<file path="src/design/msml_pkg.sv">
// Purpose: constants and types shared by the motor start and memory lockout logic
// Assumes: 100 MHz pclk; the internal time base ticks once a millisecond
// Notes:   current levels are in the same units as the maximum-load setting
package msml_pkg;
	localparam int CLK_NS        = 10;
	localparam int TICK_NS       = 1000000;
	localparam int TICK_CYCLES   = TICK_NS / CLK_NS;
	localparam int TICKS_PER_S   = 1000;
	localparam int COOL_MIN      = 30;
	localparam int COOL_TICKS    = COOL_MIN * 60 * TICKS_PER_S;
	localparam int START_MIN_S   = 4;
	localparam int START_MAX_S   = 60;
	localparam int START_PCT     = 15;
	localparam int PCT_FULL      = 100;
	localparam int EMERG_S       = 3;

	// register byte offsets
	localparam logic [11:0] SET_OFF  = 12'h000;
	localparam logic [11:0] OPT_OFF  = 12'h004;
	localparam logic [11:0] STAT_OFF = 12'h008;
	localparam logic [11:0] MEM_OFF  = 12'h00c;

	// field positions
	localparam int SET_MAX_LSB   = 0;
	localparam int SET_UC_LSB    = 12;
	localparam int SET_START_LSB = 19;
	localparam int STAT_LIT_LSB  = 8;

	// values after reset: max load 100, undercurrent 50 %, start time 20 s
	localparam logic [31:0] SET_RST = 32'h00a32064;
	localparam logic [31:0] OPT_RST = 32'h00000000;

	typedef struct packed {
		logic [5:0]  start_s;
		logic [6:0]  uc_pct;
		logic [11:0] max_load;
	} msml_set_type;

	typedef struct packed {
		logic uc_disable;
		logic aux_uc;
		logic emerg_en;
		logic memory_defeat_switch;
		logic start_defeat;
	} msml_opt_type;

	typedef struct packed {
		logic trip;
		logic start;
		logic overload;
		logic undercurrent;
		logic lockout;
	} msml_light_type;

	typedef enum logic [2:0] {
		ST_IDLE,
		ST_START,
		ST_RUN,
		ST_TRIP,
		ST_LOCK,
		ST_OFF
	} msml_state_type;
endpackage

</file>
<file path="src/design/msml_top.sv">
// Purpose: start timer, undercurrent, thermal memory and lockout of a motor relay
// Assumes: all inputs synchronous to pclk; apb access phase completes without wait states
// Notes:   other trips arrive on trip_other and never lock out
`timescale 1ns/1ps

module msml_top #(
	parameter int TICK_CYCLES = msml_pkg::TICK_CYCLES,
	parameter int TICKS_PER_S = msml_pkg::TICKS_PER_S,
	parameter int COOL_TICKS  = msml_pkg::COOL_TICKS
) (
	input  wire logic               pclk,
	input  wire logic               presetn,
	input  wire logic               psel,
	input  wire logic               penable,
	input  wire logic               pwrite,
	input  wire logic [11:0]        paddr,
	input  wire logic [31:0]        pwdata,
	output logic                    pready,
	output logic [31:0]             prdata,
	output logic                    pslverr,
	input  wire logic [11:0]        motor_current,
	input  wire logic               power_good,
	input  wire logic               reset_button,
	input  wire logic               emerg_contact,
	input  wire logic               trip_other,
	output msml_pkg::msml_light_type lights,
	output logic                    aux_relay
);
	localparam int EMERG_TICKS = msml_pkg::EMERG_S * TICKS_PER_S;

	msml_pkg::msml_set_type   set;
	msml_pkg::msml_opt_type   opt;
	msml_pkg::msml_state_type state;
	logic [31:0]              tick_cnt;
	logic                     tick;
	logic [31:0]              start_cnt;
	logic [31:0]              lock_cnt;
	logic [31:0]              mem;
	logic [31:0]              mem_sum;
	logic [31:0]              emerg_cnt;
	logic                     emerg_done;
	logic [18:0]              start_prod;
	logic [18:0]              uc_prod;
	logic [11:0]              start_thr;
	logic [11:0]              uc_thr;
	logic [5:0]               start_s;
	logic [31:0]              start_lim;
	logic                     over;
	logic                     overheat;
	logic                     do_lock;
	logic                     apb_acc;
	logic [31:0]              next_rd;
	logic                     next_err;

	assign start_prod = set.max_load * 7'(msml_pkg::START_PCT);
	assign uc_prod    = set.max_load * set.uc_pct;
	assign start_thr  = 12'(start_prod / 19'(msml_pkg::PCT_FULL));
	assign uc_thr     = 12'(uc_prod / 19'(msml_pkg::PCT_FULL));
	// clamp the start-time setting to its legal span
	assign start_s    = (set.start_s < 6'(msml_pkg::START_MIN_S)) ? 6'(msml_pkg::START_MIN_S) :
		(set.start_s > 6'(msml_pkg::START_MAX_S)) ? 6'(msml_pkg::START_MAX_S) : set.start_s;
	assign start_lim  = 32'(start_s) * 32'(TICKS_PER_S);
	assign over       = motor_current > set.max_load;
	assign overheat   = mem >= 32'(COOL_TICKS);
	assign mem_sum    = mem + 32'(motor_current);
	// defeat switch keeps any trip resettable
	assign do_lock    = !opt.memory_defeat_switch;

	// single time base for every timer
	always_ff @(posedge pclk or negedge presetn)
	begin
		if (!presetn)
		begin
			tick_cnt <= 32'h0;
			tick     <= 1'b0;
		end
		else if (tick_cnt == 32'(TICK_CYCLES - 1))
		begin
			tick_cnt <= 32'h0;
			tick     <= 1'b1;
		end
		else
		begin
			tick_cnt <= tick_cnt + 32'h1;
			tick     <= 1'b0;
		end
	end

	// main state and indicators, evaluated once a tick
	always_ff @(posedge pclk or negedge presetn)
	begin
		if (!presetn)
		begin
			state  <= msml_pkg::ST_IDLE;
			lights <= '0;
		end
		else if (tick)
		begin
			unique case (state)
				msml_pkg::ST_OFF:
				begin
					// relock when power returns inside the cooling time
					if (power_good && lock_cnt != 32'h0 && do_lock)
					begin
						state <= msml_pkg::ST_LOCK;
						// no cause shown after a power-up relock
						lights <= '{trip: 1'b1, lockout: 1'b1, default: 1'b0};
					end
					else if (power_good)
						state <= msml_pkg::ST_IDLE;
				end
				msml_pkg::ST_TRIP:
				begin
					if (!power_good)
					begin
						state  <= msml_pkg::ST_OFF;
						lights <= '0;
					end
					else if (reset_button)
					begin
						state  <= msml_pkg::ST_IDLE;
						lights <= '0;
					end
				end
				msml_pkg::ST_LOCK:
				begin
					if (!power_good)
					begin
						state  <= msml_pkg::ST_OFF;
						lights <= '0;
					end
					// reset only works once cooled or discharged
					else if (lock_cnt == 32'h0 || emerg_done)
					begin
						state         <= msml_pkg::ST_TRIP;
						lights.lockout <= 1'b0;
					end
				end
				default:
				begin
					lights.overload     <= over;
					lights.undercurrent <= !opt.uc_disable && motor_current < uc_thr;
					lights.start        <= state == msml_pkg::ST_START;
					if (!power_good)
					begin
						state  <= msml_pkg::ST_OFF;
						lights <= '0;
					end
					else if (trip_other)
					begin
						state       <= msml_pkg::ST_TRIP;
						lights.trip <= 1'b1;
					end
					// inrush above 15 % of max load starts the timer
					// defeat goes straight to the run curve
					else if (state == msml_pkg::ST_IDLE && motor_current > start_thr)
						state <= opt.start_defeat ? msml_pkg::ST_RUN : msml_pkg::ST_START;
					// still at or above max load at the end of start time
					else if (state == msml_pkg::ST_START && start_cnt >= start_lim && !(
						motor_current < set.max_load))
					begin
						state          <= do_lock ? msml_pkg::ST_LOCK : msml_pkg::ST_TRIP;
						lights.trip    <= 1'b1;
						lights.start   <= 1'b1;
						lights.overload <= 1'b1;
						lights.lockout <= do_lock;
					end
					// drop below max load ends start mode
					else if (state == msml_pkg::ST_START && motor_current < set.max_load)
						state <= msml_pkg::ST_RUN;
					// run-mode overloads trip when the memory is full
					else if (state == msml_pkg::ST_RUN && over && overheat)
					begin
						state          <= do_lock ? msml_pkg::ST_LOCK : msml_pkg::ST_TRIP;
						lights.trip    <= 1'b1;
						lights.lockout <= do_lock;
					end
					else if (motor_current == 12'h0)
						state <= msml_pkg::ST_IDLE;
				end
			endcase
		end
	end

	// start timer counts ticks spent in start mode
	always_ff @(posedge pclk or negedge presetn)
	begin
		if (!presetn)
			start_cnt <= 32'h0;
		else if (state != msml_pkg::ST_START)
			start_cnt <= 32'h0;
		else if (tick)
			start_cnt <= start_cnt + 32'h1;
	end

	// thirty-minute cooling time after an overheating trip
	// keeps counting with control power lost
	always_ff @(posedge pclk or negedge presetn)
	begin
		if (!presetn)
			lock_cnt <= 32'h0;
		else if (emerg_done)
			lock_cnt <= 32'h0;
		// a power loss while running must not arm a relock at power return
		else if (tick && state != msml_pkg::ST_LOCK && state != msml_pkg::ST_OFF)
			lock_cnt <= (state == msml_pkg::ST_RUN || state == msml_pkg::ST_START) &&
				do_lock && power_good ? 32'(COOL_TICKS) : 32'h0;
		else if (tick && lock_cnt != 32'h0)
			lock_cnt <= lock_cnt - 32'h1;
	end

	// heat integrates current while above max load or starting
	// one unit per tick drains a full memory within thirty minutes
	always_ff @(posedge pclk or negedge presetn)
	begin
		if (!presetn)
			mem <= 32'h0;
		else if (emerg_done)
			mem <= 32'h0;
		else if (tick && power_good && (over || state == msml_pkg::ST_START))
			// saturate on the sum so a full memory never outlasts the cooling time
			mem <= (mem_sum >= 32'(COOL_TICKS)) ? 32'(COOL_TICKS) : mem_sum;
		else if (tick && mem != 32'h0)
			mem <= mem - 32'h1;
	end

	// contact must be held for several seconds
	always_ff @(posedge pclk or negedge presetn)
	begin
		if (!presetn)
		begin
			emerg_cnt  <= 32'h0;
			emerg_done <= 1'b0;
		end
		else if (!emerg_contact || !opt.emerg_en)
		begin
			emerg_cnt  <= 32'h0;
			emerg_done <= 1'b0;
		end
		else if (tick && emerg_cnt < 32'(EMERG_TICKS))
		begin
			emerg_cnt  <= emerg_cnt + 32'h1;
			emerg_done <= emerg_cnt == 32'(EMERG_TICKS - 1);
		end
		else
			emerg_done <= 1'b0;
	end

	// released as soon as current recovers
	always_ff @(posedge pclk or negedge presetn)
	begin
		if (!presetn)
			aux_relay <= 1'b0;
		else if (tick)
			aux_relay <= power_good && opt.aux_uc && !opt.uc_disable && motor_current < uc_thr;
	end

	// apb slave: answer registered at setup, so the access phase never waits
	assign apb_acc = psel && penable && pready;

	always_comb
	begin
		next_rd  = 32'h0;
		next_err = 1'b0;
		unique case (paddr)
			msml_pkg::SET_OFF:  next_rd = 32'(set);
			msml_pkg::OPT_OFF:  next_rd = 32'(opt);
			msml_pkg::STAT_OFF: next_rd = 32'(state) | (32'(lights) << msml_pkg::STAT_LIT_LSB);
			msml_pkg::MEM_OFF:  next_rd = mem;
			default:            next_err = 1'b1;
		endcase
	end

	always_ff @(posedge pclk or negedge presetn)
	begin
		if (!presetn)
		begin
			pready  <= 1'b0;
			prdata  <= 32'h0;
			pslverr <= 1'b0;
		end
		else
		begin
			pready  <= psel && !penable;
			prdata  <= (psel && !penable && !pwrite) ? next_rd : 32'h0;
			pslverr <= psel && !penable && next_err;
		end
	end

	always_ff @(posedge pclk or negedge presetn)
	begin
		if (!presetn)
		begin
			set <= msml_pkg::msml_set_type'(msml_pkg::SET_RST[24:0]);
			opt <= msml_pkg::msml_opt_type'(msml_pkg::OPT_RST[4:0]);
		end
		else if (apb_acc && pwrite && paddr == msml_pkg::SET_OFF)
			set <= msml_pkg::msml_set_type'(pwdata[24:0]);
		else if (apb_acc && pwrite && paddr == msml_pkg::OPT_OFF)
			opt <= msml_pkg::msml_opt_type'(pwdata[4:0]);
	end
endmodule // msml_top

</file>
<file path="config.mk">
export PLATFORM = sky130hd
export DESIGN_NAME = msml_top
export DESIGN_NICKNAME = d
export VERILOG_FILES = /design/src/design/msml_pkg.sv /design/src/design/msml_top.sv
export SDC_FILE = /design/constraint.sdc
export NUM_CORES = 1
export LEC_CHECK = 0
export BUFFER_PORTS_ARGS = -buffer_cell sky130_fd_sc_hd__buf_4
export CORE_ASPECT_RATIO = 1.4
export CORE_UTILIZATION = 30
export CTS_CLUSTER_SIZE = 10
export DETAILED_ROUTE_END_ITERATION = 6
export PLACE_DENSITY_LB_ADDON = 0.2
export SYNTH_ARGS = -nofsm -noshare
export SYNTH_HDL_FRONTEND = slang
export SYNTH_SLANG_ARGS = --single-unit
</file>
<file path="constraint.sdc">
create_clock -name pclk -period 18.79 [get_ports pclk]
set_input_delay 3.758 -clock pclk [delete_from_list [all_inputs] [get_ports pclk]]
set_output_delay 3.758 -clock pclk [all_outputs]
set_load 0.01 [all_outputs]
</file>
Yosys cells after proc, flatten, opt, wreduce, memory -nomap -nowiden
Cells that the tools add are included.
{"block": "classes", "n_addsub": 6, "mul": 3, "div": 2, "n_lt_le_gt_ge": 10, "n_eq_ne": 26, "muxes": 59, "n_bitwise": 2, "n_reduce_logical": 56}
{"op": "two-way mux 32 bit", "count": 13}
{"op": "one-hot mux 32 bit (4 select lines)", "count": 1}
{"op": "adder 32 x 1 -> 32 bit, second input constant", "count": 3}
{"op": "greater-or-equal comparator 32 x 21 -> 1 bit, second input constant", "count": 2}
{"op": "nonzero test 32 bit", "count": 2}
{"op": "subtractor 32 x 1 -> 32 bit, second input constant", "count": 2}
{"op": "two-way mux 3 bit", "count": 16}
{"op": "adder 32 x 12 -> 32 bit", "count": 1}
{"op": "equality test 32 x 12 -> 1 bit, second input constant", "count": 1}
{"op": "equality test 32 x 17 -> 1 bit, second input constant", "count": 1}
{"op": "greater-or-equal comparator 32 x 16 -> 1 bit", "count": 1}
{"op": "logical NOT 32 bit", "count": 1}
{"op": "< comparator 32 x 12 -> 1 bit, second input constant", "count": 1}
{"op": "logical AND 1 bit", "count": 29}
{"op": "equality test 12 x 4 -> 1 bit, second input constant", "count": 2}
{"op": "greater-than comparator 12 bit", "count": 2}
{"op": "logical NOT 12 bit", "count": 2}
{"op": "< comparator 12 bit", "count": 2}
{"op": "two-way mux 21 bit", "count": 1}
{"op": "divider 16 x 7 -> 19 bit, second input constant", "count": 1}
{"op": "divider 19 x 7 -> 19 bit, second input constant", "count": 1}
{"op": "multiplier 12 x 7 -> 19 bit", "count": 1}
{"op": "two-way mux 1 bit", "count": 17}
{"op": "multiplier 12 x 4 -> 16 bit, second input constant", "count": 1}
{"op": "other kinds (35)", "count": 60}
{"block": "word_totals", "reg_bits": 235, "out_inout_bits": 40, "wordCells": 189}

Depth between registers and ports, before layout
Gate-level depths: netlist of the first run.
{"block": "depth", "ltp_word": 12, "mapped_depth": 57, "ltp_nobuf": 56}

Worst setup path after synthesis of the first run
Ideal clock, no wire load.
{"block": "synth_path", "kind": "register -> register", "start": "register set[17] (netlist name)", "end": "register aux_relay", "setup_time_ns": 0.083, "arrival_ns": 11.328, "required_ns": 18.707, "path_slack_ns": 7.379, "stages_incl_launch_ff": 44, "synth_period_minus_slack_ns": 11.411, "path_cell_list": "dfstp_2 -> clkbuf_1 -> nand2_1 -> fa_1 -> fa_1 -> inv_1 -> fa_1 -> inv_1 -> fa_1 -> inv_1 -> ha_1 -> a21oi_1 -> o21ai_1 -> o211a_1 -> o211a_1 -> clkbuf_1 -> o32ai_1 -> a31oi_1 -> [8 not listed] -> nand2_4 -> o21ai_2 -> a22o_4 -> nand2b_4 -> o311ai_4 -> nor2_2 -> a2111o_1 -> a311o_1 -> a221oi_2 -> o32ai_1 -> xnor2_1 -> o31a_1 -> ha_1 -> or3_1 -> or4_1 -> o311ai_1 -> a41oi_2 -> o22ai_1"}
{"block": "synth_via", "elab_chain_len": 4}
{"element": "start, declared", "line": "msml_top.sv:31", "text": "msml_pkg::msml_set_type set;"}
{"element": "start signal, assigned", "line": "msml_top.sv:294", "text": "set <= msml_pkg::msml_set_type'(msml_pkg::SET_RST[24:0]);"}
{"element": "start signal, assigned", "line": "msml_top.sv:298", "text": "set <= msml_pkg::msml_set_type'(pwdata[24:0]);"}
{"element": "multiplier 12 x 7 -> 19 bit", "line": "msml_top.sv:56", "text": "assign uc_prod = set.max_load * set.uc_pct;"}
{"element": "divider 19 x 7 -> 19 bit", "line": "msml_top.sv:58", "text": "assign uc_thr = 12'(uc_prod / 19'(msml_pkg::PCT_FULL));"}
{"element": "< comparator 12 bit", "line": "msml_top.sv:255", "text": "aux_relay <= power_good && opt.aux_uc && !opt.uc_disable && motor_current < uc_thr;"}
{"element": "logical AND 1 bit", "line": "msml_top.sv:255"}
{"element": "end signal, assigned", "line": "msml_top.sv:255"}
{"element": "end, declared", "line": "msml_top.sv:27", "text": "output logic aux_relay"}
No other way between the ends.
A chain may end at the register's enable or synchronous reset.

Worst setup path in the final report of the first run
{"block": "layout_path", "start": "register set[2] (netlist name)", "end": "register state[2]"}
{"block": "layout_via", "elab_chain_len": 10, "word_cells_on_any_way": 20}
{"element": "parallel branches: the longest is 10 deep, another holds divider 16 x 7 -> 19 bit"}
{"element": "end signal, assigned", "line": "msml_top.sv:146", "text": "state <= msml_pkg::ST_OFF;"}
{"element": "end signal, assigned", "line": "msml_top.sv:151", "text": "state <= msml_pkg::ST_TRIP;"}
{"element": "end signal, assigned", "line": "msml_top.sv:157", "text": "state <= opt.start_defeat ? msml_pkg::ST_RUN : msml_pkg::ST_START;"}
{"element": "end, declared", "line": "msml_top.sv:33", "text": "msml_pkg::msml_state_type state;"}
Several ways; the timed one is not identified.

==> impl_results.md, run 1 <==
- Run status: finished with violations
- Violations in the final reports: design-rule violations
- Max-Cap Viols: 0
- Fin nets: 3039
- Critical path's slowest cell: sky130_fd_sc_hd__dfstp_2
- Number of library cell types mapped by synthesis: 110
- Worst min-delay path category: flop to flop
- Ratio of final minimum period to clock period: 0.739
- Fin Clk Skew: 0.0342 ns
- Startpoint-to-endpoint class of the critical path: flop to flop
- Capturing instance or port of the critical path: state[2]$_DFFE_PN0P_
- Clk Latency, worst-skew pair: 0.58 ns
- HPWL after DPL: 51000 um
- Number of nets with antenna violations after detailed routing: 0
- Detailed-router iteration count before antenna repair: 7
- Maximum number of pins on one net before global-route repair: 100
- Max Fclk: 72.0 MHz
- Mapped Cells: 2706
- Most repeated cell in the gate-level netlist after synthesis: sky130_fd_sc_hd__nor2_1
- Max-slew violation count: 0
- Chip Width: 233 um
- Clk Tree Root Cell: sky130_fd_sc_hd__clkbuf_16
- Cell types with the highest counts after synthesis: 287 x sky130_fd_sc_hd__nor2_1, 227 x sky130_fd_sc_hd__dfrtp_1, 224 x sky130_fd_sc_hd__nand2_1
- Power density over the cells: 44.2 nW/um^2
- Number of cell instances on the worst register-to-register path: 51
- Total of endpoints with negative setup slack in the final report: 0
- Clock sinks: 235
- Final estimated routing congestion in global placement: 0.876
- Fraction of registers with async set or reset after synthesis: 1.00
- R2r endpoint: state[2]$_DFFE_PN0P_
- Vias: 20300
- H-tree depth: 1
- First-pass GRT wire length: 108000 um
- Relative slew slack: 0.291
- Required time at the endpoint of the critical path: 19.25 ns
- Most Frequent Cell on Critical Path: sky130_fd_sc_hd__o21ai_0
- Maximum count of clock buffers along a single path: 3
- Clock transition at path regs: 0.06 ns
- Total length of routed wires: 66200 um
- Post-Syn Nets: 3001
- Area of combinational cells with multiple inputs: 15600 um^2
- Data arrival time at the worst-slack endpoint: 14.36 ns
- Clock tree from TritonCTS: yes
- Combined area of all synthesized cells: 22500 um^2
- Number of primary I/O pins: 105
- Initial Util: 0.303
- Worst Max-Slew Pin Slew: 1.06 ns
- Internal reg-to-reg setup slack: 4.90 ns
- Drt drc: 48
- FF-to-FF Start: set[2]$_DFFE_PN1P_
- Setup Total Neg Slack: 0 ns
- Number of violations reported at the end of detailed-routing iteration 0: 1194
- Final routed wire length divided by cell count: 17.8 um
- Most common flop cell mapped by yosys: sky130_fd_sc_hd__dfrtp_1
- Seq. cell area: 5890 um^2
- EDFF count, synth: 0
- Hold buffer count at CTS: 0
- Core area: 74100 um^2
- CP max FO: 13
- Sequential element share of the synthesized area: 0.262
- Total power of the final layout: 1.10 mW
- All-Layer GR Usage: 0.173
- Post-CTS Setup Repair Bufs: 0
- Mean number of vias per cell: 5.46
- Static power due to leakage: 10.8 nW
- Number of antenna violations at the first check in global routing: 2
- Kind of start point of the critical path: flop
- Cell types occupying the most area after synthesis: sky130_fd_sc_hd__dfrtp_1 25%, sky130_fd_sc_hd__ha_1 8.1%, sky130_fd_sc_hd__fa_1 7.5%
- Number of port buffers: 97
- Longest individual stage delay on the worst path: 0.77 ns
- Layout filler cell count: 7794
- Total congestion overflow after global routing: 0
- Height of the die: 326 um
- Top cell type's share of synthesized area: 0.253
- Beginning of the critical path: set[2]$_DFFE_PN1P_
- Final count of hold timing violations: 0
- Cell type contributing the most total cell area after synthesis: sky130_fd_sc_hd__dfrtp_1
- Minimum period implied by the final worst setup slack: 13.89 ns
- Sort of element at the end of the critical path: flop
- Row cnt: 118
- Mean cell area of the mapped netlist: 8.31 um^2
- CTS Buf Count: 28
- Register bit total from synthesis: 235
- Count of synthesis-stage warnings from yosys: 0
- Area growth, synth to finish: 11.1%
- Die Outline Area: 76000 um^2
- Maximum ir drop on the vdd rail: 0.0620 mV
- Via count of the first global-routing pass: 20600
- Setup repair after global routing missed its margin: false
- Cts repair resizes: 0
- Layout cells sized above 1: 0.0897
-- power breakdown --
part / switching, mW / leakage [nW] / internal (mW) / total [mW]
Combinational: 0.0526 / 7.34 / 0.0328 / 0.0854
Clock: 0.220 / 0.399 / 0.291 / 0.511
Sequential: 0.000449 / 3.07 / 0.507 / 0.507
-- placed cells by master, fill, tap and decap left out, types with 51 or more instances in the layout --
cell,synthesis,routed
sky130_fd_sc_hd__nor2_1,287,287
sky130_fd_sc_hd__dfrtp_1,227,227
sky130_fd_sc_hd__nand2_1,224,224
sky130_fd_sc_hd__a21oi_1,164,164
sky130_fd_sc_hd__o21ai_0,162,162
sky130_fd_sc_hd__inv_1,146,146
sky130_fd_sc_hd__ha_1,146,146
sky130_fd_sc_hd__buf_4,0,111
sky130_fd_sc_hd__nand3_1,98,98
sky130_fd_sc_hd__xnor2_1,90,90
sky130_fd_sc_hd__fa_1,84,84
sky130_fd_sc_hd__and2_1,74,74
sky130_fd_sc_hd__nor3_1,74,73
sky130_fd_sc_hd__xor2_1,63,63
sky130_fd_sc_hd__nor4_1,51,51
-- worst min path at each step --
stage	startpoint	end	cells past startpoint
after floorplan	tick_cnt[31]$_DFF_PN0_	tick_cnt[31]$_DFF_PN0_	1
after global routing	tick_cnt[31]$_DFF_PN0_	tick_cnt[31]$_DFF_PN0_	1
final	tick_cnt[26]$_DFF_PN0_	tick_cnt[26]$_DFF_PN0_	1
after global placement	tick_cnt[31]$_DFF_PN0_	tick_cnt[31]$_DFF_PN0_	1
after CTS	tick_cnt[26]$_DFF_PN0_	tick_cnt[26]$_DFF_PN0_	1
after detailed placement	tick_cnt[31]$_DFF_PN0_	tick_cnt[31]$_DFF_PN0_	1
-- flip-flops by register name, indices dropped and copies added, names as in the netlist --
register,cells
aux_relay,1
emerg_cnt,32
emerg_done,1
lights,5
lock_cnt,32
mem,32
opt,5
prdata,32
pready,1
pslverr,1
set,25
start_cnt,32
state,3
tick,1
tick_cnt,32
-- kinds of logic (layout without fill, tap and decap cells) --
logic type,count (synthesis),after routing,share of synthesized area
AO/OA/AOI/OAI,725,725,0.220
XOR/XNOR,154,154,0.0603
adder cells (fa/ha/maj),232,232,0.157
buffers and inverters,250,309,0.0429
flip-flops,235,235,0.262
multiplexers,48,48,0.0230
other,0,2,0
AND/OR/NAND/NOR,1062,1062,0.235
-- worst max-delay path: cells and delay by family, from the launching register on --
kind | cells | cell delay, ns
adders and majority gates | 5 | 1.82
DFF | 1 | 0.77
muxes | 2 | 0.46
AOI/OAI and AO/OA | 28 | 7.92
and+or+nand+nor | 16 | 2.83
-- per-stage QoR --
step                instances  instance area, um^2  setup slack (ns)  hold slack (ns)  utilization
floorplan                2706                22500              7.38            0.447            -
global placement         3674                24100              5.20            0.473        0.325
detailed placement       3674                24100              5.11            0.492        0.325
CTS                      3725                25000              5.06            0.501        0.337
global route             3725                25000              3.68            0.507        0.337
finish                   3727                25000              4.90            0.495        0.337
-- metal layers --
metal	part of all wire	wire [um]	GRT usage
met1	0.43	28400	0.217
met2	0.51	33500	0.314
met3	0.045	2970	0.0156
met4	0.021	1390	0.0460
met5	0.00045	30	0
-- layout make-up --
type,count,share of cell area
Antenna cell,2,0.000200
Clock buffer,49,0.0324
Clock inverter,2,0.00150
Tap cell,960,0.0481
Timing Repair Buffer,112,0.0340
Inverter,146,0.0219
Multi-Input combinational cell,2221,0.626
Sequential cell,235,0.236
No activity file was read; power rests on OpenSTA's default activity.
==> run 2, diff against run 1 <==
- clock period: 18.79 -> 12.5 ns (I/O delays scaled with it)
==> impl_results.md, run 2 (synthesized netlist as in run 1, its figures left out) <==
- Detailed-router iteration count before antenna repair: 7
- Drt drc: 16
- Portion of total power attributed to sequential cells: 0.439
- Routing layer with the top usage in global route: met2
- Final routed wire length divided by cell count: 18.1 um
- Data arrival time at the worst-slack endpoint: 12.53 ns
- Die Outline Area: 76000 um^2
- Global Route met1 Usage: 0.222
- Clock share of power: 0.474
- Area growth, synth to finish: 20.1%
- Internal reg-to-reg setup slack: 0.48 ns
- Chip Width: 233 um
- Ant diodes: 0
- Fin nets: 3224
- Total congestion overflow after global routing: 0
- Final count of hold timing violations: 0
- Power density over the cells: 64.4 nW/um^2
- Max-Cap Viols: 0
- Hold buffer count at CTS: 0
- Clock transition at path regs: 0.06 ns
- Final standard cell utilization of the core: 0.364
- Worst Hold Slack: 0.479 ns
- Startpoint-to-endpoint class of the critical path: flop to flop
- Layout filler cell count: 7661
- Number of primary I/O pins: 105
- Power Internal: 1.31 mW
- Required time at the endpoint of the critical path: 13.01 ns
- Number of violations reported at the end of detailed-routing iteration 0: 1157
- Initial Util: 0.303
- Maximum count of clock buffers along a single path: 3
- Area of combinational cells with multiple inputs: 16200 um^2
- Top library cells by usage in the layout, fill and taps aside: 291 x sky130_fd_sc_hd__buf_4, 282 x sky130_fd_sc_hd__nor2_1, 223 x sky130_fd_sc_hd__dfrtp_1
- Longest individual stage delay on the worst path: 0.74 ns
- Kind of start point of the critical path: flop
- Worst min-delay path category: flop to flop
- Setup Total Neg Slack: 0 ns
- Vias: 21200
- Most Frequent Cell on Critical Path: sky130_fd_sc_hd__buf_4
- Maximum ir drop on the vdd rail: 0.0862 mV
- Run status: finished with violations
- Row cnt: 118
- CTS Buf Count: 29
- Sort of element at the end of the critical path: flop
- Minimum period implied by the final worst setup slack: 12.02 ns
- First-pass GRT wire length: 113000 um
- Layout cells sized above 1: 0.173
- Total of endpoints with negative setup slack in the final report: 0
- Clk Latency, worst-skew pair: 0.59 ns
- Ratio of final minimum period to clock period: 0.962
- Mean number of vias per cell: 5.42
- Critical path's slowest cell: sky130_fd_sc_hd__dfstp_4
- CP max FO: 13
- HPWL after DPL: 54900 um
- Commonest non-fill, non-tap cell in the layout: sky130_fd_sc_hd__buf_4
- Clock tree from TritonCTS: yes
- Reported net switching power: 429 uW
- Number of port buffers: 97
- Core area: 74100 um^2
- Net Sw Frac: 0.247
- Seq. cell area: 5900 um^2
- Total length of routed wires: 70900 um
- All-Layer GR Usage: 0.184
- Worst Max-Slew Pin Slew: 1.17 ns
- Met3 track utilization from global routing: 0.0170
- Total power of the final layout: 1.74 mW
- Clk Tree Root Cell: sky130_fd_sc_hd__clkbuf_16
- Final estimated routing congestion in global placement: 0.872
- Max Fclk: 83.2 MHz
- Violations in the final reports: design-rule violations
- Maximum number of pins on one net before global-route repair: 96
- Static power due to leakage: 11.8 nW
- Number of antenna violations at the first check in global routing: 2
- Height of the die: 326 um
- Fraction of power consumed by combinational cells: 0.087
- H-tree depth: 1
- Relative slew slack: 0.217
- Fin Clk Skew: 0.0345 ns
- Number of nets with antenna violations after detailed routing: 0
- Max-slew violation count: 0
- Clock sinks: 235
- Via count of the first global-routing pass: 21600
- Met2 routing resource usage after global routing: 0.339
-- run 2: cell count changes in the layout (fill, tap and decap cells not counted), moves of 4 or more --
cell	before	now
sky130_fd_sc_hd__a31oi_1	43	38
sky130_fd_sc_hd__ha_1	146	142
sky130_fd_sc_hd__buf_4	111	291
sky130_fd_sc_hd__dfrtp_2	0	4
sky130_fd_sc_hd__a21oi_2	1	12
sky130_fd_sc_hd__o21ai_0	162	151
sky130_fd_sc_hd__dfrtp_1	227	223
sky130_fd_sc_hd__a21oi_1	164	151
sky130_fd_sc_hd__o21ai_2	4	10
sky130_fd_sc_hd__nor2_1	287	282
-- run 2: repair_timing --
item	4_1_cts	5_1_grt
setup buffers	0	9
pin swaps	0	22
endpoints found under the setup margin	2	8
gates resized for setup	1	115
-- run 2: power by group through the flow --
stage / logic (mW) / clock network, mW / registers, mW
6_report: 0.151 / 0.825 / 0.762
5_1_grt: 0.168 / 0.883 / 0.762
3_5_place_dp: 0.145 / 0 / 0.776
4_1_cts: 0.146 / 0.850 / 0.762
3_3_place_gp: 0.143 / 0 / 0.776
2_1_floorplan: 0.0696 / 0 / 0.776
-- run 2: area by class of cell --
type                       count  share of cell area
timing repair buffer         296              0.0838
clock buffer                  50              0.0317
tap                          960              0.0445
inverter                     146              0.0203
sequential                   235               0.219
clock inverter                 4             0.00222
multi-input combinational   2221               0.599
-- run 2: per-layer routing --
| metal | wire length (um) | part of all wire |
|---|---|---|
| met1 | 29600 | 0.42 |
| met2 | 36700 | 0.52 |
| met3 | 2780 | 0.039 |
| met4 | 1750 | 0.025 |
| met5 | 12 | 0.00017 |
-- run 2: through the flow --
step                cells  cell area [um^2]  setup WS [ns]
finish               3912             27000          0.476
global route         3912             27000        -0.0578
CTS                  3903             26400         0.0271
detailed placement   3849             25500        -0.0255
global placement     3849             25500       -0.00194
floorplan            2706             22500           1.09
-- run 2: final timing paths --
kind                                        startpoint  cells after the start                endpoint
min in group asynchronous                      presetn                      1     set[24]$_DFFE_PN0P_
worst max-delay path                set[5]$_DFFE_PN1P_                     45   lights[1]$_DFFE_PN0P_
worst min register to register  tick_cnt[31]$_DFF_PN0_                      1  tick_cnt[31]$_DFF_PN0_
max in group asynchronous                      presetn                      3      set[0]$_DFFE_PN0P_
worst min-delay path            tick_cnt[31]$_DFF_PN0_                      1  tick_cnt[31]$_DFF_PN0_
worst max register to register      set[5]$_DFFE_PN1P_                     45   lights[1]$_DFFE_PN0P_
-- run 2: critical path: cells and delay by family, from the launching register on --
family                   cells  cell delay [ns]
flip-flops                   1             0.74
AO/OA/AOI/OAI               17             3.84
AND/OR/NAND/NOR             15             3.82
adder cells (fa/ha/maj)      6             2.57
buffers and inverters        7             0.95
